`src/inc/pil_map.svh`:
```
// constants of the power-up image loader
// What this block does
// - load target from four flash regions
// - start flash reads right after power-up
// - send bytes by fast passive parallel
// - complete lamp lights on target done
// - user or JTAG load lights both lamps
// - program user or factory design per switches
// - switches one to three pick image
// - fourth switch open enables the controller
// - no valid user image loads factory
// - switches one to three closed first user, all open factory
// - reload button loads factory image
// - first user at 0x900000, factory 0x200000
// - reload on every power-up
`ifndef PIL_MAP_SVH
`define PIL_MAP_SVH

// flash image bases
`define PIL_FIRST_USER_BASE 24'h90_0000
`define PIL_FACTORY_BASE   24'h20_0000
`define PIL_BLANK_BYTE     8'hFF

// register byte offsets
`define PIL_CTRL_OFS       8'h00
`define PIL_STATUS_OFS     8'h04
`define PIL_IRQ_STAT_OFS   8'h08
`define PIL_IRQ_MASK_OFS   8'h0C
`define PIL_COUNT_OFS      8'h10

// control and event bits
`define PIL_CTRL_RELOAD    0
`define PIL_CTRL_FACTORY   1
`define PIL_EV_DONE        0
`define PIL_EV_ERR         1
`define PIL_EV_JTAG        2
`define PIL_EV_W           3

// timing
`define PIL_CLK_NS         4
`define PIL_NCFG_LOW_NS    2000
`define PIL_NCFG_LOW_CYC   ((`PIL_NCFG_LOW_NS + `PIL_CLK_NS - 1) / `PIL_CLK_NS)
`define PIL_FLASH_ACC_NS   90
`define PIL_FLASH_ACC_CYC  ((`PIL_FLASH_ACC_NS + `PIL_CLK_NS - 1) / `PIL_CLK_NS)
`define PIL_DCLK_HALF_CYC  2
`define PIL_DONE_TMO_US    1000
`define PIL_DONE_TMO_CYC   (`PIL_DONE_TMO_US * 1000 / `PIL_CLK_NS)

`endif

```
`src/inc/pil_pkg.sv`:
```
// types of the power-up image loader
package pil_pkg;
	typedef enum logic [3:0] {
		S_IDLE, S_SEL, S_CHECK, S_NCFG, S_WAIT_ST,
		S_READ, S_SEND, S_WAIT_DONE, S_DONE, S_ERR
	} pil_state_t;
endpackage

```
`src/inc/pil_link_if.sv`:
```
// request paths between sequencer, flash reader and byte sender
`timescale 1ns/1ps
interface pil_link_if;
	logic        rd_req;
	logic [23:0] rd_addr;
	logic        rd_ack;
	logic [7:0]  rd_data;
	logic        tx_req;
	logic [7:0]  tx_data;
	logic        tx_ack;
	modport ctl (output rd_req, rd_addr, tx_req, tx_data, input rd_ack, rd_data, tx_ack);
	modport rd  (input rd_req, rd_addr, output rd_ack, rd_data);
	modport tx  (input tx_req, tx_data, output tx_ack);
endinterface

```
`src/core/pil_flash_rd.sv`:
```
// single byte reads from the parallel configuration flash
`timescale 1ns/1ps
`include "pil_map.svh"
module pil_flash_rd #(
	parameter int ACC_CYC = `PIL_FLASH_ACC_CYC
)(
	input  wire logic        clk,
	input  wire logic        nrst,
	pil_link_if.rd           lk,
	output logic [23:0]      flash_addr,
	output logic             flash_ce_n,
	output logic             flash_oe_n,
	input  wire logic [7:0]  flash_d
);
	logic [7:0] d_s1_reg;
	logic [7:0] d_s2_reg;
	logic       busy_reg;
	logic [7:0] cnt_reg;
	logic [7:0] data_reg;
	logic       ack_reg;

	// data pins pass two flops
	always_ff @(posedge clk) begin
		d_s1_reg <= flash_d;
		d_s2_reg <= d_s1_reg;
	end

	// access timer, capture after access plus sync
	// read on request
	always_ff @(posedge clk) begin
		if (!nrst) begin
			busy_reg   <= 1'b0;
			cnt_reg    <= 8'h00;
			data_reg   <= 8'h00;
			ack_reg    <= 1'b0;
			flash_addr <= 24'h00_0000;
			flash_ce_n <= 1'b1;
			flash_oe_n <= 1'b1;
		end else begin
			ack_reg <= 1'b0;
			if (!busy_reg && lk.rd_req) begin
				busy_reg   <= 1'b1;
				cnt_reg    <= 8'h00;
				flash_addr <= lk.rd_addr;
				flash_ce_n <= 1'b0;
				flash_oe_n <= 1'b0;
			end else if (busy_reg) begin
				if (cnt_reg == 8'(ACC_CYC + 1)) begin
					data_reg   <= d_s2_reg;
					ack_reg    <= 1'b1;
					busy_reg   <= 1'b0;
					flash_ce_n <= 1'b1;
					flash_oe_n <= 1'b1;
				end else begin
					cnt_reg <= cnt_reg + 8'h01;
				end
			end
		end
	end

	assign lk.rd_ack  = ack_reg;
	assign lk.rd_data = data_reg;
endmodule

```
`src/core/pil_fpp_tx.sv`:
```
// one byte on the fast passive parallel port
`timescale 1ns/1ps
`include "pil_map.svh"
module pil_fpp_tx #(
	parameter int HALF_CYC = `PIL_DCLK_HALF_CYC
)(
	input  wire logic   clk,
	input  wire logic   nrst,
	pil_link_if.tx      lk,
	output logic        target_dclk,
	output logic [7:0]  target_data
);
	logic       busy_reg;
	logic       ph_reg;
	logic [7:0] cnt_reg;
	logic       ack_reg;

	// data out, dclk low, high, then low with ack
	// byte strobe on dclk rise
	always_ff @(posedge clk) begin
		if (!nrst) begin
			busy_reg    <= 1'b0;
			ph_reg      <= 1'b0;
			cnt_reg     <= 8'h00;
			ack_reg     <= 1'b0;
			target_dclk <= 1'b0;
			target_data <= 8'h00;
		end else begin
			ack_reg <= 1'b0;
			if (!busy_reg && lk.tx_req) begin
				busy_reg    <= 1'b1;
				ph_reg      <= 1'b0;
				cnt_reg     <= 8'h00;
				target_dclk <= 1'b0;
				target_data <= lk.tx_data;
			end else if (busy_reg) begin
				if (cnt_reg == 8'(HALF_CYC - 1)) begin
					cnt_reg <= 8'h00;
					if (!ph_reg) begin
						target_dclk <= 1'b1;
						ph_reg      <= 1'b1;
					end else begin
						target_dclk <= 1'b0;
						busy_reg    <= 1'b0;
						ack_reg     <= 1'b1;
					end
				end else begin
					cnt_reg <= cnt_reg + 8'h01;
				end
			end
		end
	end

	assign lk.tx_ack = ack_reg;
endmodule

```
`src/core/pil_top.sv`:
```
// power-up image loader: sequencer, lamps and register slave
//
// The register addresses and the AHB-Lite interface to the registers were left to the implementer.
`timescale 1ns/1ps
`include "pil_map.svh"
module pil_top #(
	parameter logic [31:0] IMAGE_BYTES  = 32'h0010_0000,
	parameter logic [31:0] DONE_TMO_CYC = 32'(`PIL_DONE_TMO_CYC),
	parameter logic [23:0] USER1_BASE   = 24'h40_0000,
	parameter logic [23:0] USER2_BASE   = 24'h60_0000
)(
	input  wire logic        clk,
	input  wire logic        nrst,
	input  wire logic        hsel,
	input  wire logic [31:0] haddr,
	input  wire logic [1:0]  htrans,
	input  wire logic        hwrite,
	input  wire logic [2:0]  hsize,
	input  wire logic [31:0] hwdata,
	input  wire logic        hready,
	output logic [31:0]      hrdata,
	output logic             hreadyout,
	output logic             hresp,
	output logic             irq,
	input  wire logic [3:0]  image_select_switches,
	input  wire logic        factory_reload_button_n,
	output logic [23:0]      flash_addr,
	output logic             flash_ce_n,
	output logic             flash_oe_n,
	input  wire logic [7:0]  flash_d,
	output logic             target_cfg_start_n,
	output logic             target_cfg_oe,
	output logic             target_dclk,
	output logic [7:0]       target_data,
	input  wire logic        target_status_n,
	input  wire logic        config_complete_indicator,
	output logic             config_complete_lamp,
	output logic             user_image_lamp
);
	pil_link_if lk ();

	pil_pkg::pil_state_t state_reg;
	pil_pkg::pil_state_t state_next;
	logic [6:0]  s1_reg;
	logic [6:0]  s2_reg;
	logic        btn_d_reg;
	logic        done_d_reg;
	logic [1:0]  settle_reg;
	logic        boot_pend_reg;
	logic        rld_pend_reg;
	logic        fac_pend_reg;
	logic        force_reg;
	logic        user_img_reg;
	logic [23:0] addr_reg;
	logic [31:0] cnt_reg;
	logic [31:0] tmr_reg;
	logic        rd_req_reg;
	logic        tx_req_reg;
	logic [7:0]  tx_data_reg;
	logic        wr_pend_reg;
	logic [7:0]  wr_ofs_reg;
	logic [`PIL_EV_W-1:0] ev_stat_reg;
	logic [`PIL_EV_W-1:0] ev_mask_reg;
	logic [`PIL_EV_W-1:0] ev;
	logic [2:0]  sel_s;
	logic        en_s;
	logic        btn_fall;
	logic        done_s;
	logic        status_ok;
	logic        settled;
	logic        ap_take;
	logic        soft_rld;
	logic        soft_fac;
	logic        launch;
	logic        user_sel;

	function automatic logic [23:0] img_base(input logic [2:0] sel);
		case (sel)
			3'b000:  img_base = `PIL_FIRST_USER_BASE;
			3'b001:  img_base = USER1_BASE;
			3'b010:  img_base = USER2_BASE;
			default: img_base = `PIL_FACTORY_BASE;
		endcase
	endfunction

	// switches, button and target pins pass two flops
	always_ff @(posedge clk) begin
		s1_reg <= {config_complete_indicator, target_status_n, factory_reload_button_n,
			image_select_switches};
		s2_reg <= s1_reg;
	end

	// synced views; switch open reads high
	assign sel_s     = s2_reg[2:0];
	assign en_s      = s2_reg[3];
	assign done_s    = s2_reg[6];
	assign status_ok = s2_reg[5];
	assign btn_fall  = btn_d_reg && !s2_reg[4];
	assign settled   = settle_reg == 2'b11;
	assign ap_take   = hsel && hready && htrans[1];
	assign soft_rld  = wr_pend_reg && wr_ofs_reg == `PIL_CTRL_OFS && hwdata[`PIL_CTRL_RELOAD];
	assign soft_fac  = soft_rld && hwdata[`PIL_CTRL_FACTORY];
	assign user_sel  = !(force_reg || img_base(sel_s) == `PIL_FACTORY_BASE);
	assign launch    = state_reg == pil_pkg::S_IDLE && settled && en_s &&
		(boot_pend_reg || rld_pend_reg || btn_fall || soft_rld);

	// next state of the load sequence
	always_comb begin
		state_next = state_reg;
		case (state_reg)
			pil_pkg::S_IDLE:
				if (launch) state_next = pil_pkg::S_SEL;
			pil_pkg::S_SEL:
				state_next = user_sel ? pil_pkg::S_CHECK : pil_pkg::S_NCFG;
			pil_pkg::S_CHECK:
				if (lk.rd_ack) state_next = pil_pkg::S_NCFG;
			pil_pkg::S_NCFG:
				if (tmr_reg == 32'(`PIL_NCFG_LOW_CYC - 1)) state_next = pil_pkg::S_WAIT_ST;
			pil_pkg::S_WAIT_ST:
				if (status_ok) state_next = pil_pkg::S_READ;
				else if (tmr_reg == DONE_TMO_CYC) state_next = pil_pkg::S_ERR;
			pil_pkg::S_READ:
				if (lk.rd_ack) state_next = pil_pkg::S_SEND;
			pil_pkg::S_SEND:
				if (!status_ok) state_next = pil_pkg::S_ERR;
				else if (lk.tx_ack) state_next = (cnt_reg == IMAGE_BYTES - 32'h1) ?
					pil_pkg::S_WAIT_DONE : pil_pkg::S_READ;
			pil_pkg::S_WAIT_DONE:
				if (done_s) state_next = pil_pkg::S_DONE;
				else if (tmr_reg == DONE_TMO_CYC) state_next = pil_pkg::S_ERR;
			default:
				state_next = pil_pkg::S_IDLE;
		endcase
	end

	// state, timer and request pulses
	always_ff @(posedge clk) begin
		if (!nrst) begin
			state_reg  <= pil_pkg::S_IDLE;
			tmr_reg    <= 32'h0000_0000;
			rd_req_reg <= 1'b0;
			tx_req_reg <= 1'b0;
		end else begin
			state_reg  <= state_next;
			tmr_reg    <= (state_next != state_reg) ? 32'h0000_0000 : tmr_reg + 32'h1;
			// flash read at each read state entry
			rd_req_reg <= state_next != state_reg &&
				(state_next == pil_pkg::S_READ || state_next == pil_pkg::S_CHECK);
			tx_req_reg <= state_next == pil_pkg::S_SEND && state_reg != pil_pkg::S_SEND;
		end
	end

	// power-up and reload requests
	always_ff @(posedge clk) begin
		if (!nrst) begin
			settle_reg    <= 2'b00;
			boot_pend_reg <= 1'b1;
			rld_pend_reg  <= 1'b0;
			fac_pend_reg  <= 1'b0;
			btn_d_reg     <= 1'b1;
		end else begin
			btn_d_reg <= s2_reg[4];
			if (!settled) settle_reg <= settle_reg + 2'b01;
			// boot load with no host action
			if (settled && state_reg == pil_pkg::S_IDLE) boot_pend_reg <= 1'b0;
			if ((btn_fall || soft_rld) && !launch) begin
				rld_pend_reg <= 1'b1;
				fac_pend_reg <= fac_pend_reg || btn_fall || soft_fac;
			end else if (launch) begin
				rld_pend_reg <= 1'b0;
				fac_pend_reg <= 1'b0;
			end
		end
	end

	// image choice, address and byte count
	always_ff @(posedge clk) begin
		if (!nrst) begin
			force_reg    <= 1'b0;
			user_img_reg <= 1'b0;
			addr_reg     <= 24'h00_0000;
			cnt_reg      <= 32'h0000_0000;
			tx_data_reg  <= 8'h00;
		end else begin
			if (launch) force_reg <= fac_pend_reg || btn_fall || soft_fac;
			case (state_reg)
				pil_pkg::S_SEL: begin
					addr_reg     <= force_reg ? `PIL_FACTORY_BASE : img_base(sel_s);
					user_img_reg <= user_sel;
					cnt_reg      <= 32'h0000_0000;
				end
				pil_pkg::S_CHECK:
					if (lk.rd_ack && lk.rd_data == `PIL_BLANK_BYTE) begin
						addr_reg     <= `PIL_FACTORY_BASE;
						user_img_reg <= 1'b0;
					end
				pil_pkg::S_READ:
					if (lk.rd_ack) tx_data_reg <= lk.rd_data;
				pil_pkg::S_SEND:
					if (lk.tx_ack) begin
						addr_reg <= addr_reg + 24'h00_0001;
						cnt_reg  <= cnt_reg + 32'h1;
					end
				default: begin
				end
			endcase
		end
	end

	// configuration pins
	always_ff @(posedge clk) begin
		if (!nrst) begin
			target_cfg_start_n <= 1'b1;
			target_cfg_oe      <= 1'b0;
		end else begin
			target_cfg_start_n <= state_next != pil_pkg::S_NCFG;
			target_cfg_oe <= state_next inside {pil_pkg::S_NCFG, pil_pkg::S_WAIT_ST,
				pil_pkg::S_READ, pil_pkg::S_SEND, pil_pkg::S_WAIT_DONE};
		end
	end

	// lamps
	always_ff @(posedge clk) begin
		if (!nrst) begin
			done_d_reg           <= 1'b0;
			config_complete_lamp <= 1'b0;
			user_image_lamp      <= 1'b0;
		end else begin
			done_d_reg <= done_s;
			config_complete_lamp <= done_s;
			if (!done_s || state_reg == pil_pkg::S_ERR)
				user_image_lamp <= 1'b0;
			else if (state_reg == pil_pkg::S_DONE)
				user_image_lamp <= user_img_reg;
			else if (state_reg == pil_pkg::S_IDLE && !done_d_reg)
				user_image_lamp <= 1'b1;
		end
	end

	// events
	assign ev[`PIL_EV_DONE] = state_reg == pil_pkg::S_DONE;
	assign ev[`PIL_EV_ERR]  = state_reg == pil_pkg::S_ERR;
	assign ev[`PIL_EV_JTAG] = state_reg == pil_pkg::S_IDLE && done_s && !done_d_reg;

	// bus slave: zero wait, read data caught in the address phase
	always_ff @(posedge clk) begin
		if (!nrst) begin
			hrdata      <= 32'h0000_0000;
			hreadyout   <= 1'b0;
			hresp       <= 1'b0;
			wr_pend_reg <= 1'b0;
			wr_ofs_reg  <= 8'h00;
			ev_mask_reg <= 3'h0;
			ev_stat_reg <= 3'h0;
			irq         <= 1'b0;
		end else begin
			hreadyout   <= 1'b1;
			hresp       <= 1'b0;
			wr_pend_reg <= ap_take && hwrite;
			wr_ofs_reg  <= {haddr[7:2], 2'b00};
			if (wr_pend_reg && wr_ofs_reg == `PIL_IRQ_MASK_OFS)
				ev_mask_reg <= hwdata[`PIL_EV_W-1:0];
			// sticky events, set beats read clear
			ev_stat_reg <= ((ap_take && !hwrite && haddr[7:0] == `PIL_IRQ_STAT_OFS) ?
				3'h0 : ev_stat_reg) | ev;
			irq <= |(ev_stat_reg & ev_mask_reg);
			if (ap_take && !hwrite) begin
				case ({haddr[7:2], 2'b00})
					`PIL_STATUS_OFS:   hrdata <= {26'h0, en_s, user_img_reg, user_image_lamp,
						config_complete_lamp, state_reg == pil_pkg::S_ERR,
						state_reg != pil_pkg::S_IDLE};
					`PIL_IRQ_STAT_OFS: hrdata <= {29'h0, ev_stat_reg};
					`PIL_IRQ_MASK_OFS: hrdata <= {29'h0, ev_mask_reg};
					`PIL_COUNT_OFS:    hrdata <= cnt_reg;
					default:           hrdata <= 32'h0000_0000;
				endcase
			end
		end
	end

	assign lk.rd_req  = rd_req_reg;
	assign lk.rd_addr = addr_reg;
	assign lk.tx_req  = tx_req_reg;
	assign lk.tx_data = tx_data_reg;

	pil_flash_rd u_rd (
		.clk        (clk),
		.nrst       (nrst),
		.lk         (lk),
		.flash_addr (flash_addr),
		.flash_ce_n (flash_ce_n),
		.flash_oe_n (flash_oe_n),
		.flash_d    (flash_d)
	);

	pil_fpp_tx u_tx (
		.clk         (clk),
		.nrst        (nrst),
		.lk          (lk),
		.target_dclk (target_dclk),
		.target_data (target_data)
	);
endmodule

```
`config.mk`:
```
export PLATFORM = sky130hd
export DESIGN_NAME = pil_top
export DESIGN_NICKNAME = d
export VERILOG_FILES = /design/src/inc/pil_pkg.sv /design/src/inc/pil_link_if.sv /design/src/core/pil_flash_rd.sv /design/src/core/pil_fpp_tx.sv /design/src/core/pil_top.sv
export VERILOG_INCLUDE_DIRS = /design/src /design/src/inc
export SDC_FILE = /design/constraint.sdc
export NUM_CORES = 1
export LEC_CHECK = 0
export BUFFER_PORTS_ARGS = -buffer_cell sky130_fd_sc_hd__buf_2
export CAP_MARGIN = 20
export CORE_UTILIZATION = 59
export DETAILED_ROUTE_END_ITERATION = 10
export GPL_TIMING_DRIVEN = 0
export PLACE_DENSITY = 0.83
export SYNTH_ARGS = -nofsm -noshare
export SYNTH_HDL_FRONTEND = slang
export SYNTH_HIERARCHICAL = 1
export SYNTH_SLANG_ARGS = --single-unit
export TNS_END_PERCENT = 5
```
`constraint.sdc`:
```
create_clock -name clk -period 3.95 [get_ports clk]
set_input_delay 0.79 -clock clk [delete_from_list [all_inputs] [get_ports clk]]
set_output_delay 0.79 -clock clk [all_outputs]
set_load 0.02 [all_outputs]
```
-- Yosys cells after proc, flatten, opt, wreduce, memory -nomap -nowiden
Index checks and enable logic that the tools add are counted.
- flip-flop bits (word level): 256
- bits in latches: 0
- RAM bits: 0
- ROM bits: 0
- bits of input ports: 89
- output and inout port bits: 74
- logic and storage cells: 200
- memories: 0
- add/sub/neg operators: 6
- $mul: 0
- divide/modulo/power cells: 0
- order comparisons: 0
- equal/unequal tests: 36
- shift-type cells: 0
- muxes and demuxes: 42
- bitwise logic cells: 8
- reductions and logical operators: 66
- operators by type and width (cell ; number):
    one-hot mux 24 bit (3 select lines) ; 2
    one-hot mux 32 bit (4 select lines) ; 1
    2-to-1 mux 24 bit ; 3
    adder 32 x 1 -> 32 bit, second input constant ; 2
    one-hot mux 32 bit (2 select lines) ; 1
    2-to-1 mux 4 bit ; 9
    == test 32 x 18 -> 1 bit, second input constant ; 1
    == test 32 x 20 -> 1 bit, second input constant ; 1
    == test 32 x 9 -> 1 bit, second input constant ; 1
    == test 4 x 3 -> 1 bit, second input constant ; 8
    2-to-1 mux 32 bit ; 1
    one-hot mux 4 bit (8 select lines) ; 1
    adder 24 x 1 -> 24 bit, second input constant ; 1
    == test 24 x 22 -> 1 bit, second input constant ; 1
    logical AND 1 bit ; 22
    2-to-1 mux 1 bit ; 20
    adder 8 x 1 -> 8 bit, second input constant ; 2
    == test 4 x 2 -> 1 bit, second input constant ; 4
    == test 8 x 4 -> 1 bit, second input constant ; 2
    == test 6 x 2 -> 1 bit, second input constant ; 2
    AND reduction 2 bit ; 6
    nonzero test 2 bit ; 6
    logical OR 1 bit ; 9
    == test 4 bit, second input constant ; 2
    33 further kinds ; 50

-- Depth between registers and ports, before layout
- depth after elaboration: 10
- depth in mapped cells: 10
- depth with buffers taken out: 9

-- Cells and area by module
Netlist, hierarchy kept.
- modules (own cells, without submodules) (module ; instances ; cells each ; area an instance (µm²)):
    pil_top ; 1 ; 883 ; 7858.8
    pil_flash_rd ; 1 ; 213 ; 1979.4
    pil_fpp_tx ; 1 ; 97 ; 867.1

-- Worst setup path after synthesis
Ideal clock, no wire load.
- kind: input-to-reg
- start: in hwdata[0]
- end: reg tmr_reg[10]
- setup time: 74 ps
- arrival: 2465 ps
- required time: 3876 ps
- slack: 1411 ps
- stages: 8
- cell sequence: nor4b_1 a21oi_1 a21o_1 o2111a_1 a211oi_1 nand2_1 buf_1 nor3_2
- word-level cells in the longest chain between the ends: 7
- ends and longest elaborated chain (item ; RTL line ; text):
    from (decl) ; pil_top.sv:19 ; input wire logic [31:0] hwdata,
    logical AND 1 bit ; pil_top.sv:101 ; assign soft_rld = wr_pend_reg && wr_ofs_reg == `PIL_CTRL_OFS && hwdata[`PIL_CTRL_RELOAD];
    logical OR 1 bit ; pil_top.sv:105 ; (boot_pend_reg || rld_pend_reg || btn_fall || soft_rld);
    logical AND 1 bit ; pil_top.sv:104 ; assign launch = state_reg == pil_pkg::S_IDLE && settled && en_s &&
    2-to-1 mux 4 bit ; pil_top.sv:112 ; if (launch) state_next = pil_pkg::S_SEL;
    one-hot mux 4 bit (8 select lines) ; pil_top.sv:110 ; case (state_reg)
    != test 4 bit ; pil_top.sv:145 ; tmr_reg <= (state_next != state_reg) ? 32'h0000_0000 : tmr_reg + 32'h1;
    OR reduction 2 bit (no source line) ; n/a ;
    to (signal assigned) ; pil_top.sv:145 ;
    to (decl) ; pil_top.sv:56 ; logic [31:0] tmr_reg;
No other way between the ends.
A chain may end at the register's enable or synchronous reset.

-- Final worst setup path
- start: reg state_reg[0]
- end: reg tmr_reg[21]
- word-level cells in the longest chain between the ends: 8
- elaborated cells on any way between the ends: 23
- those cells by class: eq/ne: 8; mux: 10; reduce/logical: 5
- ends and longest elaborated chain (item ; RTL line ; text):
    from (decl) ; pil_top.sv:42 ; pil_pkg::pil_state_t state_reg;
    from (signal assigned) ; pil_top.sv:139 ; state_reg <= pil_pkg::S_IDLE;
    from (signal assigned) ; pil_top.sv:144 ; state_reg <= state_next;
    logical NOT 4 bit ; pil_top.sv:104, pil_top.sv:110 ;
    logical AND 1 bit (3 in series) ; pil_top.sv:104 ;
    2-to-1 mux 4 bit ; pil_top.sv:112 ;
    one-hot mux 4 bit (8 select lines) ; pil_top.sv:110 ;
    != test 4 bit * ; pil_top.sv:145 ;
    OR reduction 2 bit (no source line) * ; n/a ;
Every way passes the cells marked *; elsewhere a longest branch is shown, timed or not.

==> impl_metrics.env <==
export IMPL_status="finished clean"
export IMPL_final_setup_worst_slack_ns=0.9714
export IMPL_diodes=0
export IMPL_holdPathStages=0
export IMPL_async_reset_ff_share_pct=0
export IMPL_leakage_nw=5.028
export IMPL_route_final_wire_length_um=23700
export IMPL_layout_drive_gt1_share_pct=15.86
export IMPL_synth_seq_cells=254
export IMPL_fin_crit_sh_pct=75.41
export IMPL_crit_fanout=10
export IMPL_vias_per_cell=5.651
export IMPL_arrival_ns=3.42
export IMPL_clk_latency_ns=0.52
export IMPL_pin_count=163
export IMPL_dieArea_um2=18690
export IMPL_synth_edf_count=0
export IMPL_finalMaxSlewViolations=0
export IMPL_initial_core_util_pct=61.04
export IMPL_post_cts_buffers=0
export IMPL_drtAntennaViolNets=0
export IMPL_core_um2=17540
export IMPL_grt_pass1_vias=8164
export IMPL_rsz0062_at_grt="false"
export IMPL_r2r_start="state_reg[0]"
export IMPL_utilization_pct=70.18
export IMPL_preCtsSetupSlack_ns=0.9621
export IMPL_skew_ns=0.01030
export IMPL_reg2reg_depth=9
export IMPL_ys_seq_area_share_pct=47.50
export IMPL_dp_cells=1522
export IMPL_period_minus_slack_ns=2.979
export IMPL_avgSynthCellArea_um2=8.973
export IMPL_synth_cell_types=71
export IMPL_die_h_um=136.7
export IMPL_ys_warn_count=6
export IMPL_dr_total_vias=8860
export IMPL_critPathKind="reg -> reg"
export IMPL_powerDensity_nw_per_um2=421.9
export IMPL_syn_inst=1193
export IMPL_clock_sinks=254
export IMPL_wl_per_cell_um=15.11
export IMPL_clkSlewWorstSetupHoldPaths_ns=0.06
export IMPL_timing_hold_violations_final=0
export IMPL_reg2reg_slack_ns=0.97
export IMPL_critPathCaptureType="register"
export IMPL_cts_resized=0
export IMPL_setup_tns_ns=0
export IMPL_cts_htree_levels=1
export IMPL_max_freq_mhz=335.7
export IMPL_grt_pass1_wl_um=38750
export IMPL_max_vdd_ir_drop_mv=0.4886
export IMPL_syn_cell_area_um2=10710
export IMPL_maxCapViolCount=0
export IMPL_die_w_um=136.7
export IMPL_grt_max_degree=18
export IMPL_setup_viol=0
export IMPL_grt_remaining_overflow=0
export IMPL_clockRootBuffer="clkbuf_16"
export IMPL_syn_to_final_growth_pct=14.96
export IMPL_grt_total_usage_pct=25.63
export IMPL_timing_rr_end="tmr_reg[21]"
export IMPL_final_cells=1568
export IMPL_synth_top_area_share_pct=47.50
export IMPL_remaining_drc_errors=0
export IMPL_hold_class="reg -> reg"
export IMPL_firstDrtPassIters=5
export IMPL_antenna_found_initial=0
export IMPL_synth_main_ff_cell="dfxtp_1"
export IMPL_cp_startpoint="state_reg[0]"
export IMPL_io_buffers=104
export IMPL_synth_nets=1291
export IMPL_min_to="s2_reg[3]"
export IMPL_cts_tree="yes"
export IMPL_finalNetCount=1422
export IMPL_max_slew_worst_pin_slew_ns=0.8548
export IMPL_cts_path_max_buffers=3
export IMPL_maxSlewHeadroom_pct=42.49
export IMPL_whs_ns=0.3270
export IMPL_num_rows=48
export IMPL_synth_top_area_cell="dfxtp_1"
export IMPL_holdBufCountCts=0
export IMPL_cts_buffers=25
export IMPL_setup_worst_path_start_class="register"
export IMPL_dp_hpwl_um=16780
export IMPL_initialDrtViolationCount=665
export IMPL_synth_area_leaders="dfxtp_1 47%, nand2_1 7.1%, xor2_1 4.5%"
export IMPL_hp_start="s1_reg[3]"
export IMPL_gp_congestion=0.8915
export IMPL_crit_required_ns=4.39
power breakdown:
| part | internal [mW] | switching [mW] | total (mW) |
|---|---|---|---|
| clock network | 1.32 | 0.954 | 2.28 |
| registers | 2.60 | 0.0325 | 2.64 |
| logic | 0.0958 | 0.184 | 0.280 |
cell families after synthesis:
| group | count (synthesis) | synth area share [%] |
|---|---|---|
| and+or+nand+nor | 586 | 28.80 |
| DFF | 254 | 47.50 |
| AOI/OAI and AO/OA | 163 | 10.31 |
| xor gates and xnor gates | 85 | 7.024 |
| buffers and inverters | 71 | 3.039 |
| muxes | 24 | 2.244 |
| adders and majority gates | 9 | 1.052 |
| other | 1 | 0.03503 |
how the worst max path moves through the flow:
stage	endpoint	depth (start not counted)
after detailed placement	tmr_reg[15]	9
final	tmr_reg[21]	9
after floorplan	tmr_reg[10]	8
after global routing	cnt_reg[31]	8
after CTS	cnt_reg[31]	8
after global placement	tmr_reg[6]	9
through the flow:
stage          total power [mW]  instance area, um2
3_3_place_gp              2.962               11510
6_report                  5.192               12310
5_1_grt                   5.365               12310
2_1_floorplan             2.880               10710
4_1_cts                   5.230               12310
3_5_place_dp              2.966               11510
cell usage after synthesis (all sizes together), types with 30 or more instances:
library cell,number
dfxtp,254
nand2,203
nor2,94
nand3,75
xor2,55
a21oi,54
nor3,44
a21boi,43
clkbuf,37
nand4,33
nor2b,31
xnor2,30
area by class of cell:
cell class / instances / area, um2
clock inverter: 6 / 37.54
multi-input combinational: 868 / 5295
tap: 225 / 281.5
buffer: 58 / 276.5
timing repair buffer: 104 / 520.5
fill: 1404 / 5230
clock buffer: 40 / 762.0
sequential: 254 / 5085
inverter: 13 / 48.80
placed cells by master, fill, tap and decap left out, types with 13 or more instances in the layout:
cell type / n
clkbuf_16: 25
nand3_1: 75
o21ai_0: 25
and2_1: 16
xnor2_1: 29
a21boi_0: 40
buf_2: 115
nand4_1: 32
a21oi_1: 53
nor2b_1: 31
nand2_1: 202
and3_1: 24
mux2i_1: 24
dfxtp_1: 254
nor3_1: 14
clkbuf_1: 44
nor2_1: 93
xor2_1: 55
inv_1: 13
nor3_2: 30
worst max-delay path: stages, from the launching register on:
cell and delay, ns:
dfxtp_1 0.35, buf_2 0.20, nor4_1 0.62, nand3_1 0.25, a21o_1 0.22, o2111a_1 0.13, a211oi_1 0.30, nand2_1 0.21
buf_1 0.37, nor3_2 0.26
metal layers:
| layer | global-route usage (%) | part of all wire (%) | vias to the layer above |
|---|---|---|---|
| li1 | - | - | 4393 |
| met2 | 41.85 | 46 | 291 |
| met5 | 0 | 0 | - |
| met1 | 34.73 | 46 | 4121 |
| met4 | 8.765 | 2.8 | 0 |
| met3 | 3.519 | 5.6 | 55 |
Note: power is estimated with default switching activity, not from simulation.
